**src/rtl/misc_regs_pkg.sv**
```systemverilog
// Package with register map, reset values, pin routing codes and timing constants
package misc_regs_pkg;

	// Register byte offsets
	localparam logic [7:0] general_timer_config_offset = 8'h8c;
	localparam logic [7:0] general_timer_count_offset  = 8'h90;
	localparam logic [7:0] pin_function_offset         = 8'h94;
	localparam logic [7:0] host_word_order_offset      = 8'h98;
	localparam logic [7:0] tick_counter_offset         = 8'h9c;

	// Field positions
	localparam int timer_run_bit     = 29;
	localparam int pin_function_lsb  = 20;
	localparam int output_three_bit  = 3;
	localparam int output_four_bit   = 4;

	// Reset values and the word order swap pattern
	localparam logic [15:0] preload_reset     = 16'hffff;
	localparam logic [15:0] count_reset       = 16'hffff;
	localparam logic [31:0] word_order_reset  = 32'h00000000;
	localparam logic [31:0] word_order_swap   = 32'hffffffff;

	// Timing
	localparam int clock_mhz          = 100;
	localparam int tick_mhz           = 25;
	localparam int tick_divide        = clock_mhz / tick_mhz;
	localparam int timer_tick_ns      = 1000;
	localparam int timer_tick_cycles  = timer_tick_ns * clock_mhz / 1000;
	localparam int tick_settle_ns     = 160;
	localparam int tick_settle_cycles = tick_settle_ns * clock_mhz / 1000;

	typedef enum logic [2:0] {
		pins_serial_memory = 3'h0,
		pins_outputs       = 3'h1,
		pins_out3_rx_valid = 3'h3,
		pins_tx_en_out4    = 3'h5,
		pins_tx_en_rx_dv   = 3'h6,
		pins_mii_clocks    = 3'h7
	} pin_function_type;

	typedef struct packed {
		logic [7:0]  address;
		logic [31:0] write_data;
		logic        write;
		logic        read;
	} bus_request_type;

	typedef struct packed {
		logic tx_en;
		logic rx_dv;
		logic tx_clk;
		logic rx_clk;
	} mii_monitor_type;

endpackage : misc_regs_pkg

```
**src/rtl/misc_timer_counter_regs.sv**
```systemverilog
// Timer, tick counter, word order and pin routing registers
`timescale 1ns/1ps

// What this block does
// - Pin selector routes the two serial-memory pins per six legal codes.
// - Writing one to bit 29 starts the general timer.
// - Clearing bit 29 halts the timer count.
// - Falling run bit forces the preload field to FFFFh.
// - Preload in bits 15-0, read/write, resets FFFFh, loads the timer.
// - Timer raises periodic host interrupt events set by its configuration.
// - Count register shows live timer value, read-only, reset FFFFh.
// - Word order matters only in 16-bit mode; 32-bit maps straight.
// - 16-bit, order not all ones: A1 high word, A1 clear low word.
// - 16-bit, order all ones: mapping swapped.
// - Transmit data leaves low word first regardless of word order.
// - Receive data enters low word first regardless of word order.
// - 32-bit tick counter starts at zero and counts 25 MHz cycles.
// - Tick counter wraps to zero after maximum.
// - In 16-bit mode the tick count is captured on the first half read.
// - Tick counter may take up to 160 ns to read zero after reset.
// - Tick counter runs in every power state.
module misc_timer_counter_regs #(
	parameter int timer_tick_cycles = misc_regs_pkg::timer_tick_cycles
) (
	// Clock and reset
	input  wire logic                          clock,
	input  wire logic                          arst_n,
	// Register port
	input  wire misc_regs_pkg::bus_request_type bus,
	input  wire logic                          half_bus_mode,
	input  wire logic                          half_address_one,
	output logic [31:0]                        read_data,
	// Data path word mapping
	input  wire logic [31:0]                   tx_fifo_word,
	output logic [15:0]                        tx_half_word,
	output logic                               tx_half_is_high,
	input  wire logic [15:0]                   rx_half_word,
	input  wire logic                          rx_half_strobe,
	output logic [31:0]                        rx_fifo_word,
	output logic                               rx_fifo_word_valid,
	input  wire logic                          tx_half_advance,
	// Events and pins
	output logic                               timer_event,
	input  wire logic                          mii_tx_en,
	input  wire logic                          mii_rx_dv,
	input  wire logic                          mii_tx_clk,
	input  wire logic                          mii_rx_clk,
	input  wire logic                          serial_memory_data_out,
	input  wire logic                          serial_memory_data_oe,
	input  wire logic                          serial_memory_clock_out,
	output logic                               serial_memory_data_pin_out,
	output logic                               serial_memory_data_pin_oe,
	output logic                               serial_memory_clock_pin_out,
	output logic                               serial_memory_clock_pin_oe,
	output logic                               tick_settled
);

	logic        reset_meta_n;
	logic        reset_n;
	logic        timer_run;
	logic [15:0] timer_preload_value;
	logic [15:0] timer_current_count;
	logic [31:0] word_order;
	logic [2:0]  pin_function_select;
	logic        output_three;
	logic        output_four;
	logic [31:0] tick_count;
	logic [31:0] tick_latch;
	logic        tick_latched;
	logic [1:0]  tick_divider;
	logic        tick_enable;
	logic [$clog2(timer_tick_cycles + 1)-1:0] timer_divider;
	logic        timer_tick;
	logic [3:0]  mii_sync0;
	logic [3:0]  mii_sync1;
	logic [3:0]  mii_sync2;
	logic [3:0]  mii_level;
	logic [4:0]  settle_count;
	logic        swap;
	logic        high_half;
	logic [31:0] next_read_data;
	logic        rx_low_held;
	logic [15:0] rx_low_word;
	logic [31:0] timer_config_image;
	logic [31:0] pin_function_image;
	logic [31:0] timer_config_write;
	logic [31:0] word_order_write;
	logic [31:0] pin_function_write;

	wire logic write_timer_config = bus.write && bus.address == misc_regs_pkg::general_timer_config_offset;
	wire logic read_tick          = bus.read && bus.address == misc_regs_pkg::tick_counter_offset;

	// Pick the half that a 16-bit access reaches
	function automatic logic [15:0] pick_half(input logic [31:0] word, input logic upper);
		pick_half = upper ? word[31:16] : word[15:0];
	endfunction : pick_half

	// Merge a 16-bit write into the half it reaches; a full-width write passes whole
	function automatic logic [31:0] merge_half(input logic [31:0] old, input logic [31:0] data, input logic half,
		input logic upper);
		if (!half) begin
			merge_half = data;
		end else if (upper) begin
			merge_half = {data[15:0], old[15:0]};
		end else begin
			merge_half = {old[31:16], data[15:0]};
		end
	endfunction : merge_half

	// Current register images, shared by readback and 16-bit half writes
	assign timer_config_image = {2'h0, timer_run, 13'h0, timer_preload_value};
	assign pin_function_image = {9'h0, pin_function_select, 15'h0, output_four, output_three, 3'h0};

	// A 16-bit write must leave the other half of the register untouched; only a falling run bit still forces the preload to FFFFh
	assign timer_config_write = merge_half(timer_config_image, bus.write_data, half_bus_mode, high_half);
	assign word_order_write   = merge_half(word_order, bus.write_data, half_bus_mode, high_half);
	assign pin_function_write = merge_half(pin_function_image, bus.write_data, half_bus_mode, high_half);

	always_ff @(posedge clock or negedge arst_n) begin
		if (!arst_n) begin
			reset_meta_n <= 1'b0;
			reset_n      <= 1'b0;
		end else begin
			reset_meta_n <= 1'b1;
			reset_n      <= reset_meta_n;
		end
	end

	// 25 MHz enable from the 100 MHz clock; nothing here is gated by power state
	always_ff @(posedge clock or negedge reset_n) begin
		if (!reset_n) begin
			tick_divider <= 2'h0;
		end else begin
			tick_divider <= (tick_divider == 2'(misc_regs_pkg::tick_divide - 1)) ? 2'h0 : tick_divider + 2'h1;
		end
	end
	assign tick_enable = tick_divider == 2'(misc_regs_pkg::tick_divide - 1);

	always_ff @(posedge clock or negedge reset_n) begin
		if (!reset_n) begin
			tick_count <= 32'h0;
		end else if (tick_enable) begin
			tick_count <= tick_count + 32'h1;
		end
	end

	// Settling flag on the tick_settled output shows when the count is trustworthy after reset; no register reads it
	always_ff @(posedge clock or negedge reset_n) begin
		if (!reset_n) begin
			settle_count <= 5'h0;
		end else if (settle_count != 5'(misc_regs_pkg::tick_settle_cycles)) begin
			settle_count <= settle_count + 5'h1;
		end
	end
	assign tick_settled = settle_count == 5'(misc_regs_pkg::tick_settle_cycles);

	// Half reads: first read of either half latches, the other half comes from the latch
	always_ff @(posedge clock or negedge reset_n) begin
		if (!reset_n) begin
			tick_latch   <= 32'h0;
			tick_latched <= 1'b0;
		end else if (read_tick && half_bus_mode) begin
			if (!tick_latched) begin
				tick_latch   <= tick_count;
				tick_latched <= 1'b1;
			end else begin
				tick_latched <= 1'b0;
			end
		end
	end

	always_ff @(posedge clock or negedge reset_n) begin
		if (!reset_n) begin
			timer_run           <= 1'b0;
			timer_preload_value <= misc_regs_pkg::preload_reset;
		end else if (write_timer_config) begin
			timer_run <= timer_config_write[misc_regs_pkg::timer_run_bit];
			if (timer_run && !timer_config_write[misc_regs_pkg::timer_run_bit]) begin
				timer_preload_value <= misc_regs_pkg::preload_reset;
			end else begin
				timer_preload_value <= timer_config_write[15:0];
			end
		end
	end

	// Timer tick base is a parameter so simulation can shorten it
	always_ff @(posedge clock or negedge reset_n) begin
		if (!reset_n) begin
			timer_divider <= '0;
		end else if (!timer_run || timer_tick) begin
			timer_divider <= '0;
		end else begin
			timer_divider <= timer_divider + 1'b1;
		end
	end
	assign timer_tick = timer_run && timer_divider == ($bits(timer_divider))'(timer_tick_cycles - 1);

	always_ff @(posedge clock or negedge reset_n) begin
		if (!reset_n) begin
			timer_current_count <= misc_regs_pkg::count_reset;
			timer_event         <= 1'b0;
		end else begin
			timer_event <= 1'b0;
			// Starting loads the count so the first interval already follows the new preload
			if (write_timer_config && !timer_run && timer_config_write[misc_regs_pkg::timer_run_bit]) begin
				timer_current_count <= timer_config_write[15:0];
			end else if (timer_tick) begin
				if (timer_current_count == 16'h0) begin
					timer_current_count <= timer_preload_value;
					timer_event         <= 1'b1;
				end else begin
					timer_current_count <= timer_current_count - 16'h1;
				end
			end
		end
	end

	// Selector holds whatever is written; reserved codes are the host's to avoid
	always_ff @(posedge clock or negedge reset_n) begin
		if (!reset_n) begin
			word_order          <= misc_regs_pkg::word_order_reset;
			pin_function_select <= 3'h0;
			output_three        <= 1'b0;
			output_four         <= 1'b0;
		end else if (bus.write) begin
			if (bus.address == misc_regs_pkg::host_word_order_offset) begin
				word_order <= word_order_write;
			end
			if (bus.address == misc_regs_pkg::pin_function_offset) begin
				pin_function_select <= pin_function_write[misc_regs_pkg::pin_function_lsb +: 3];
				output_three        <= pin_function_write[misc_regs_pkg::output_three_bit];
				output_four         <= pin_function_write[misc_regs_pkg::output_four_bit];
			end
		end
	end

	assign swap      = half_bus_mode && word_order == misc_regs_pkg::word_order_swap;
	assign high_half = half_address_one ^ swap;

	always_comb begin
		next_read_data = 32'h0;
		case (bus.address)
			misc_regs_pkg::general_timer_config_offset: begin
				next_read_data = timer_config_image;
			end
			misc_regs_pkg::general_timer_count_offset: begin
				next_read_data = {16'h0, timer_current_count};
			end
			misc_regs_pkg::pin_function_offset: begin
				next_read_data = pin_function_image;
			end
			misc_regs_pkg::host_word_order_offset: begin
				next_read_data = word_order;
			end
			misc_regs_pkg::tick_counter_offset: begin
				next_read_data = (half_bus_mode && tick_latched) ? tick_latch : tick_count;
			end
			default: begin
				next_read_data = 32'h0;
			end
		endcase
		if (half_bus_mode) begin
			next_read_data = {16'h0, pick_half(next_read_data, high_half)};
		end
	end

	always_ff @(posedge clock or negedge reset_n) begin
		if (!reset_n) begin
			read_data <= 32'h0;
		end else if (bus.read) begin
			read_data <= next_read_data;
		end
	end

	// Network side ignores word order entirely
	always_ff @(posedge clock or negedge reset_n) begin
		if (!reset_n) begin
			tx_half_is_high <= 1'b0;
			tx_half_word    <= 16'h0;
		end else begin
			if (tx_half_advance) begin
				tx_half_is_high <= !tx_half_is_high;
			end
			tx_half_word <= pick_half(tx_fifo_word, tx_half_advance ? !tx_half_is_high : tx_half_is_high);
		end
	end

	always_ff @(posedge clock or negedge reset_n) begin
		if (!reset_n) begin
			rx_low_held        <= 1'b0;
			rx_low_word        <= 16'h0;
			rx_fifo_word       <= 32'h0;
			rx_fifo_word_valid <= 1'b0;
		end else begin
			rx_fifo_word_valid <= 1'b0;
			// A lone low half waits for its partner; nothing times it out
			if (rx_half_strobe) begin
				if (!rx_low_held) begin
					rx_low_word <= rx_half_word;
					rx_low_held <= 1'b1;
				end else begin
					rx_fifo_word       <= {rx_half_word, rx_low_word};
					rx_fifo_word_valid <= 1'b1;
					rx_low_held        <= 1'b0;
				end
			end
		end
	end

	// MII monitor inputs come from another domain
	always_ff @(posedge clock or negedge reset_n) begin
		if (!reset_n) begin
			mii_sync0 <= 4'h0;
			mii_sync1 <= 4'h0;
			mii_sync2 <= 4'h0;
			mii_level <= 4'h0;
		end else begin
			mii_sync0 <= {mii_tx_en, mii_rx_dv, mii_tx_clk, mii_rx_clk};
			mii_sync1 <= mii_sync0;
			mii_sync2 <= mii_sync1;
			for (int i = 0; i < 4; i++) begin
				if (mii_sync1[i] == mii_sync2[i]) begin
					mii_level[i] <= mii_sync2[i];
				end
			end
		end
	end

	always_comb begin
		serial_memory_data_pin_out  = 1'b0;
		serial_memory_data_pin_oe   = 1'b1;
		serial_memory_clock_pin_out = 1'b0;
		serial_memory_clock_pin_oe  = 1'b1;
		case (pin_function_select)
			misc_regs_pkg::pins_serial_memory: begin
				serial_memory_data_pin_out  = serial_memory_data_out;
				serial_memory_data_pin_oe   = serial_memory_data_oe;
				serial_memory_clock_pin_out = serial_memory_clock_out;
			end
			misc_regs_pkg::pins_outputs: begin
				serial_memory_data_pin_out  = output_three;
				serial_memory_clock_pin_out = output_four;
			end
			misc_regs_pkg::pins_out3_rx_valid: begin
				serial_memory_data_pin_out  = output_three;
				serial_memory_clock_pin_out = mii_level[2];
			end
			misc_regs_pkg::pins_tx_en_out4: begin
				serial_memory_data_pin_out  = mii_level[3];
				serial_memory_clock_pin_out = output_four;
			end
			misc_regs_pkg::pins_tx_en_rx_dv: begin
				serial_memory_data_pin_out  = mii_level[3];
				serial_memory_clock_pin_out = mii_level[2];
			end
			misc_regs_pkg::pins_mii_clocks: begin
				serial_memory_data_pin_out  = mii_level[1];
				serial_memory_clock_pin_out = mii_level[0];
			end
			default: begin
				// Reserved codes: release both pins
				serial_memory_data_pin_oe  = 1'b0;
				serial_memory_clock_pin_oe = 1'b0;
			end
		endcase
	end

endmodule : misc_timer_counter_regs

```
**config.mk**
```make
export PLATFORM = sky130hd
export DESIGN_NAME = misc_timer_counter_regs
export DESIGN_NICKNAME = d
export VERILOG_FILES = /design/src/rtl/misc_regs_pkg.sv /design/src/rtl/misc_timer_counter_regs.sv
export SDC_FILE = /design/constraint.sdc
export NUM_CORES = 1
export LEC_CHECK = 0
export ABC_AREA = 1
export BUFFER_PORTS_ARGS = -buffer_cell sky130_fd_sc_hd__buf_4
export CORE_MARGIN = 1
export CORE_UTILIZATION = 40
export CTS_BUF_LIST = sky130_fd_sc_hd__clkbuf_8
export CTS_CLUSTER_SIZE = 30
export DETAILED_ROUTE_END_ITERATION = 10
export SETUP_SLACK_MARGIN = 0.5
export SLEW_MARGIN = 25
export SYNTH_ARGS = -nofsm -noshare
export SYNTH_HDL_FRONTEND = slang
export SYNTH_SLANG_ARGS = --single-unit
```
**constraint.sdc**
```tcl
create_clock -name clock -period 9.4 [get_ports clock]
set_input_delay 0.94 -clock clock [delete_from_list [all_inputs] [get_ports clock]]
set_output_delay 0.94 -clock clock [all_outputs]
set_load 0.02 [all_outputs]
```
Word-level counts from Yosys, hierarchy flattened
Index checks and enable logic that the tools add are counted.
- bits of input ports: 103
- register bits after elaboration: 267
- mux-type cells: 29
- add/sub/neg operators: 5
- eq/ne operators: 21
- bitwise logic cells: 3
- reduce and logical (&&, ||, !) cells: 29
- operator list (operator ; number):
    32-bit case mux with 5 select lines ; 1
    32-bit 2-to-1 mux ; 4
    16-bit 2-to-1 mux ; 6
    30-bit 2-to-1 mux ; 2
    23-bit 2-to-1 mux ; 2
    8-bit == test, second input constant ; 5
    32-bit by 1-bit adder with 32-bit output, second input constant ; 1
    32-bit == test, second input constant ; 1
    16-bit zero test ; 1
    16-bit by 1-bit subtractor with 16-bit output, second input constant ; 1
    3-bit AND reduction ; 4
    3-bit == test, second input constant ; 3
    1-bit logical AND ; 9
    1-bit 2-to-1 mux ; 9
    1-bit case mux with 4 select lines ; 2
    2-bit OR reduction ; 4
    7-bit by 1-bit adder with 7-bit output, second input constant ; 1
    7-bit == test, second input constant ; 1
    7-bit 2-to-1 mux ; 1
    2-bit AND reduction ; 3
    6-bit OR reduction ; 1
    5-bit by 1-bit adder with 5-bit output, second input constant ; 1
    5-bit == test, second input constant ; 1
    5-bit != test, second input constant ; 1
    16 further kinds ; 22

Logic depth before layout (Yosys ltp)
- depth after elaboration: 8
- depth in mapped cells: 15
- mapped depth without buffers: 13

Least setup slack after synthesis
No wires, ideal clock.
- path kind: in2reg
- start point: input bus[34] (netlist bit)
- end point: register tick_latch[0]
- stages on the path: 8
- path buffers: 2
- setup slack: 7063 ps
- arrival: 2211 ps
- data required time: 9275 ps
- library setup time: 125 ps
- cell sequence: inv_1 -> nand2_1 -> nor3_4 -> nand2_2 -> or3_1 -> clkbuf_1 -> buf_6 -> mux2_4
- word-level cells in the longest chain between the ends: 4
- RTL lines (element ; RTL line ; source):
    start: declaration ; misc_timer_counter_regs.sv:29 ; input wire misc_regs_pkg::bus_request_type bus,
    8-bit == test ; misc_timer_counter_regs.sv:91 ; wire logic read_tick = bus.read && bus.address == misc_regs_pkg::tick_counter_offset;
    1-bit logical AND ; misc_timer_counter_regs.sv:91 ;
    1-bit logical AND ; misc_timer_counter_regs.sv:162 ; end else if (read_tick && half_bus_mode) begin
    2-bit AND reduction (no source line) ; -- ;
    end signal: assignment ; misc_timer_counter_regs.sv:164 ; tick_latch <= tick_count;
    end: declaration ; misc_timer_counter_regs.sv:68 ; logic [31:0] tick_latch;
No other way between the ends.
A chain may end at the register's enable or synchronous reset.

Worst setup path after layout
- start point: input half_bus_mode
- end point: register word_order[0]
- word-level cells in the longest chain between the ends: 4
- RTL lines (element ; RTL line ; source):
    start: declaration ; misc_timer_counter_regs.sv:30 ; input wire logic half_bus_mode,
    1-bit logical AND ; misc_timer_counter_regs.sv:237 ; assign swap = half_bus_mode && word_order == misc_regs_pkg::word_order_swap;
    1-bit XOR ; misc_timer_counter_regs.sv:238 ; assign high_half = half_address_one ^ swap;
    2-bit != test (no source line) ; -- ;
    3-bit AND reduction (no source line) ; -- ;
    end signal: assignment ; misc_timer_counter_regs.sv:221 ; word_order <= misc_regs_pkg::word_order_reset;
    end signal: assignment ; misc_timer_counter_regs.sv:227 ; word_order <= word_order_write;
    end: declaration ; misc_timer_counter_regs.sv:63 ; logic [31:0] word_order;
Parallel ways exist; a longest one is shown, timed or not.

==> impl_metrics.env <==
export IMPL_run_status="finished, final reports clean"
export IMPL_synth_area_leaders="dfrtp_1 (45%), nand2_1 (14%), dfstp_2 (6.4%)"
export IMPL_period_minus_slack_ps=3110
export IMPL_crit_path_end="word_order[0]"
export IMPL_hold_class="in -> async"
export IMPL_worst_ep_required_time_ps=9870
export IMPL_gp_congestion=0.878
export IMPL_drt_first_pass_iters=5
export IMPL_place_worst_setup_slack_ps=5790
export IMPL_syn_area_um2=13100
export IMPL_r2r_cells=9
export IMPL_viasPerCell=5.09
export IMPL_slew_violations=0
export IMPL_cts_inserted_buffers=46
export IMPL_cts_buffer_depth=3
export IMPL_fin_util_pct=49.5
export IMPL_grt_ovfl_total=0
export IMPL_syn_nets=1672
export IMPL_power_leakage_nw=7.89
export IMPL_max_cap_viol_count=0
export IMPL_cts_sinks=267
export IMPL_relSlewSlack_pct=33.5
export IMPL_clk_latency_ps=590
export IMPL_arrival_ps=3580
export IMPL_fmax_ghz=0.322
export IMPL_root_buffer="clkbuf_8"
export IMPL_critPathCaptureType="flop"
export IMPL_final_antenna_net_count=0
export IMPL_crit_fanout=58
export IMPL_vdd_ir_drop_max_v=0.000149
export IMPL_fin_nets=1852
export IMPL_rr_endpoint="timer_current_count[1]"
export IMPL_num_rows=65
export IMPL_rsz0062_at_grt="no"
export IMPL_grt_usage_pct=23.8
export IMPL_synth_top_area_share_pct=45.0
export IMPL_yosysSeqAreaShare_pct=51.4
export IMPL_r2r_start="timer_divider[0]"
export IMPL_yosysWarnings=0
export IMPL_hpwl_um=28300
export IMPL_die_y_um=183
export IMPL_cts_resized=0
export IMPL_synth_edff_count=0
export IMPL_startpoint_type="input port"
export IMPL_finalWorstSetupSlack_ps=6290
export IMPL_min_period_over_period_pct=33.1
export IMPL_io_pins=191
export IMPL_area_delta_synth_final_pct=20.7
export IMPL_skew_ps=25.2
export IMPL_tightestPinTransition_ps=989
export IMPL_cts_hold_buf=0
export IMPL_portBuffers=190
export IMPL_cts_tree="built"
export IMPL_setup_tns_ps=0
export IMPL_clkTransAtPathRegs_ps=60
export IMPL_routed_wl_um=39000
export IMPL_crit_start="half_bus_mode"
export IMPL_grt_max_degree=131
export IMPL_hold_viol_final=0
export IMPL_num_vias=11300
export IMPL_start_util_pct=41.0
export IMPL_antenna_found_initial=0
export IMPL_drc=0
export IMPL_grt_pass1_vias=11200
export IMPL_wl_per_cell_um=17.6
export IMPL_die_area_um2=33400
export IMPL_drtIter0Drc=859
export IMPL_regToRegSetupSlack_ps=6530
export IMPL_htreeDepth=2
export IMPL_netlist_instances=1562
export IMPL_power_density_nw_per_um2=186
export IMPL_cts_setup_buffers=0
export IMPL_core_area_um2=31900
export IMPL_critical_path_class="in -> reg"
export IMPL_synthArstFlopShare_pct=100
export IMPL_synth_seq_cells=267
export IMPL_ys_flop_type="dfrtp_1"
export IMPL_n_antenna_cell=0
export IMPL_yosysUniqueCellTypes=49
export IMPL_drive_gt1_share_pct=21.1
export IMPL_die_width_um=183
export IMPL_avgSynthCellArea_um2=8.37
export IMPL_setup_viol_count_final=0
export IMPL_grt_pass1_wl_um=61600
export IMPL_synth_top_cell_by_area="dfrtp_1"
through the flow:
stage / power [W] / std cells / hold slack [ps] / cell area, um2
after floorplan: 0.00158 / 1562 / 331 / 13100
after global placement: 0.00180 / 2129 / 332 / 14800
after detailed placement: 0.00181 / 2129 / 336 / 14800
after CTS: 0.00297 / 2213 / 97.2 / 15800
after global routing: 0.00307 / 2213 / 89.9 / 15800
final: 0.00294 / 2213 / 120 / 15800
synthesized netlist by cell type, types with 7 or more instances:
cell / instances
nor2_1: 78
xor2_1: 34
o22ai_1: 10
ha_1: 7
nand4_1: 9
nor3b_1: 10
o21ai_0: 137
o21ai_1: 18
nand2_1: 475
dfstp_2: 32
o211ai_1: 17
dfrtp_1: 235
a21boi_0: 16
buf_6: 9
nand3_1: 111
mux2_2: 26
buf_2: 16
a21oi_1: 40
nor3_1: 22
inv_1: 149
clkbuf_1: 34
critical path, cell delays in order:
cell     delay (ps)
buf_4           370
nand3_1         130
nor2_1          220
nand3_1         120
nand2_2         110
nand2_4         150
nand2_4         510
nand3_2         600
o21ai_0         360
cells by family (layout without fill, tap and decap cells):
kind of cell               count (synthesis)  count (layout)  share of synthesized area, %
xor gates and xnor gates                  37              37                          2.48
other                                      1               1                        0.0287
and+or+nand+nor                          744             744                          24.6
AOI/OAI and AO/OA                        248             248                          10.5
buffers and inverters                    222             438                          7.11
DFF                                      267             267                          51.4
adders and majority gates                 11              11                         0.976
muxes                                     32              32                          2.93
final cells by class:
class / instances / area [um2]
fillers: 3153 / 16100
flip-flops and latches: 267 / 6730
multi-input cells: 1073 / 5440
repair buffers: 197 / 1500
clock buffers: 58 / 798
inverters: 157 / 589
well taps: 435 / 544
clock inverters: 26 / 208
layer usage:
layer / global-route usage (%) / part of all wire [%]
met1: 31.3 / 43
met2: 37.6 / 46
met5: 0 / 0
met4: 8.97 / 3.3
met3: 6.51 / 8.3
report_power, final:
part	internal, W	switching, W
logic	0.000192	0.000270
clock network	0.000644	0.000508
registers	0.00126	0.0000656
state kept, by name, summed over array words and instances (netlist names), 5 cells and up:
| register | count |
|---|---|
| read_data | 32 |
| rx_fifo_word | 32 |
| rx_low_word | 16 |
| settle_count | 5 |
| tick_count | 32 |
| tick_latch | 32 |
| timer_current_count | 16 |
| timer_divider | 7 |
| timer_preload_value | 16 |
| tx_half_word | 16 |
| word_order | 32 |
how the worst min path moves through the flow:
stage	endpoint	slack (ps)	cells after the start
detailed placement	mii_sync1[3]	340	0
finish	reset_meta_n	120	1
floorplan	mii_sync1[0]	330	0
global route	reset_n	90	1
global placement	mii_sync1[3]	330	0
CTS	reset_n	100	1
layout by cell type (no fill, tap or decap), types with 4 or more instances in the layout:
cell and n:
nand4_1 9, xor2_1 34, nor3b_1 10, a21boi_0 16
o21ai_0 137, o211ai_1 17, nand3_2 5, mux2_2 26
maj3_1 4, nor3_1 22, nand4_2 4, clkbuf_8 58
dfrtp_1 234, nor2_1 78, nand3_1 111, mux2_4 6
clkinv_2 12, inv_2 4, o22ai_1 10, inv_1 157
nand2_4 4, nand2_2 6, a21oi_1 40, dfstp_2 32
buf_4 195, nor4_1 6, o21ai_1 18, ha_1 7
clkinv_1 4, nand2_1 475
Note: power is estimated with default switching activity, not from simulation.
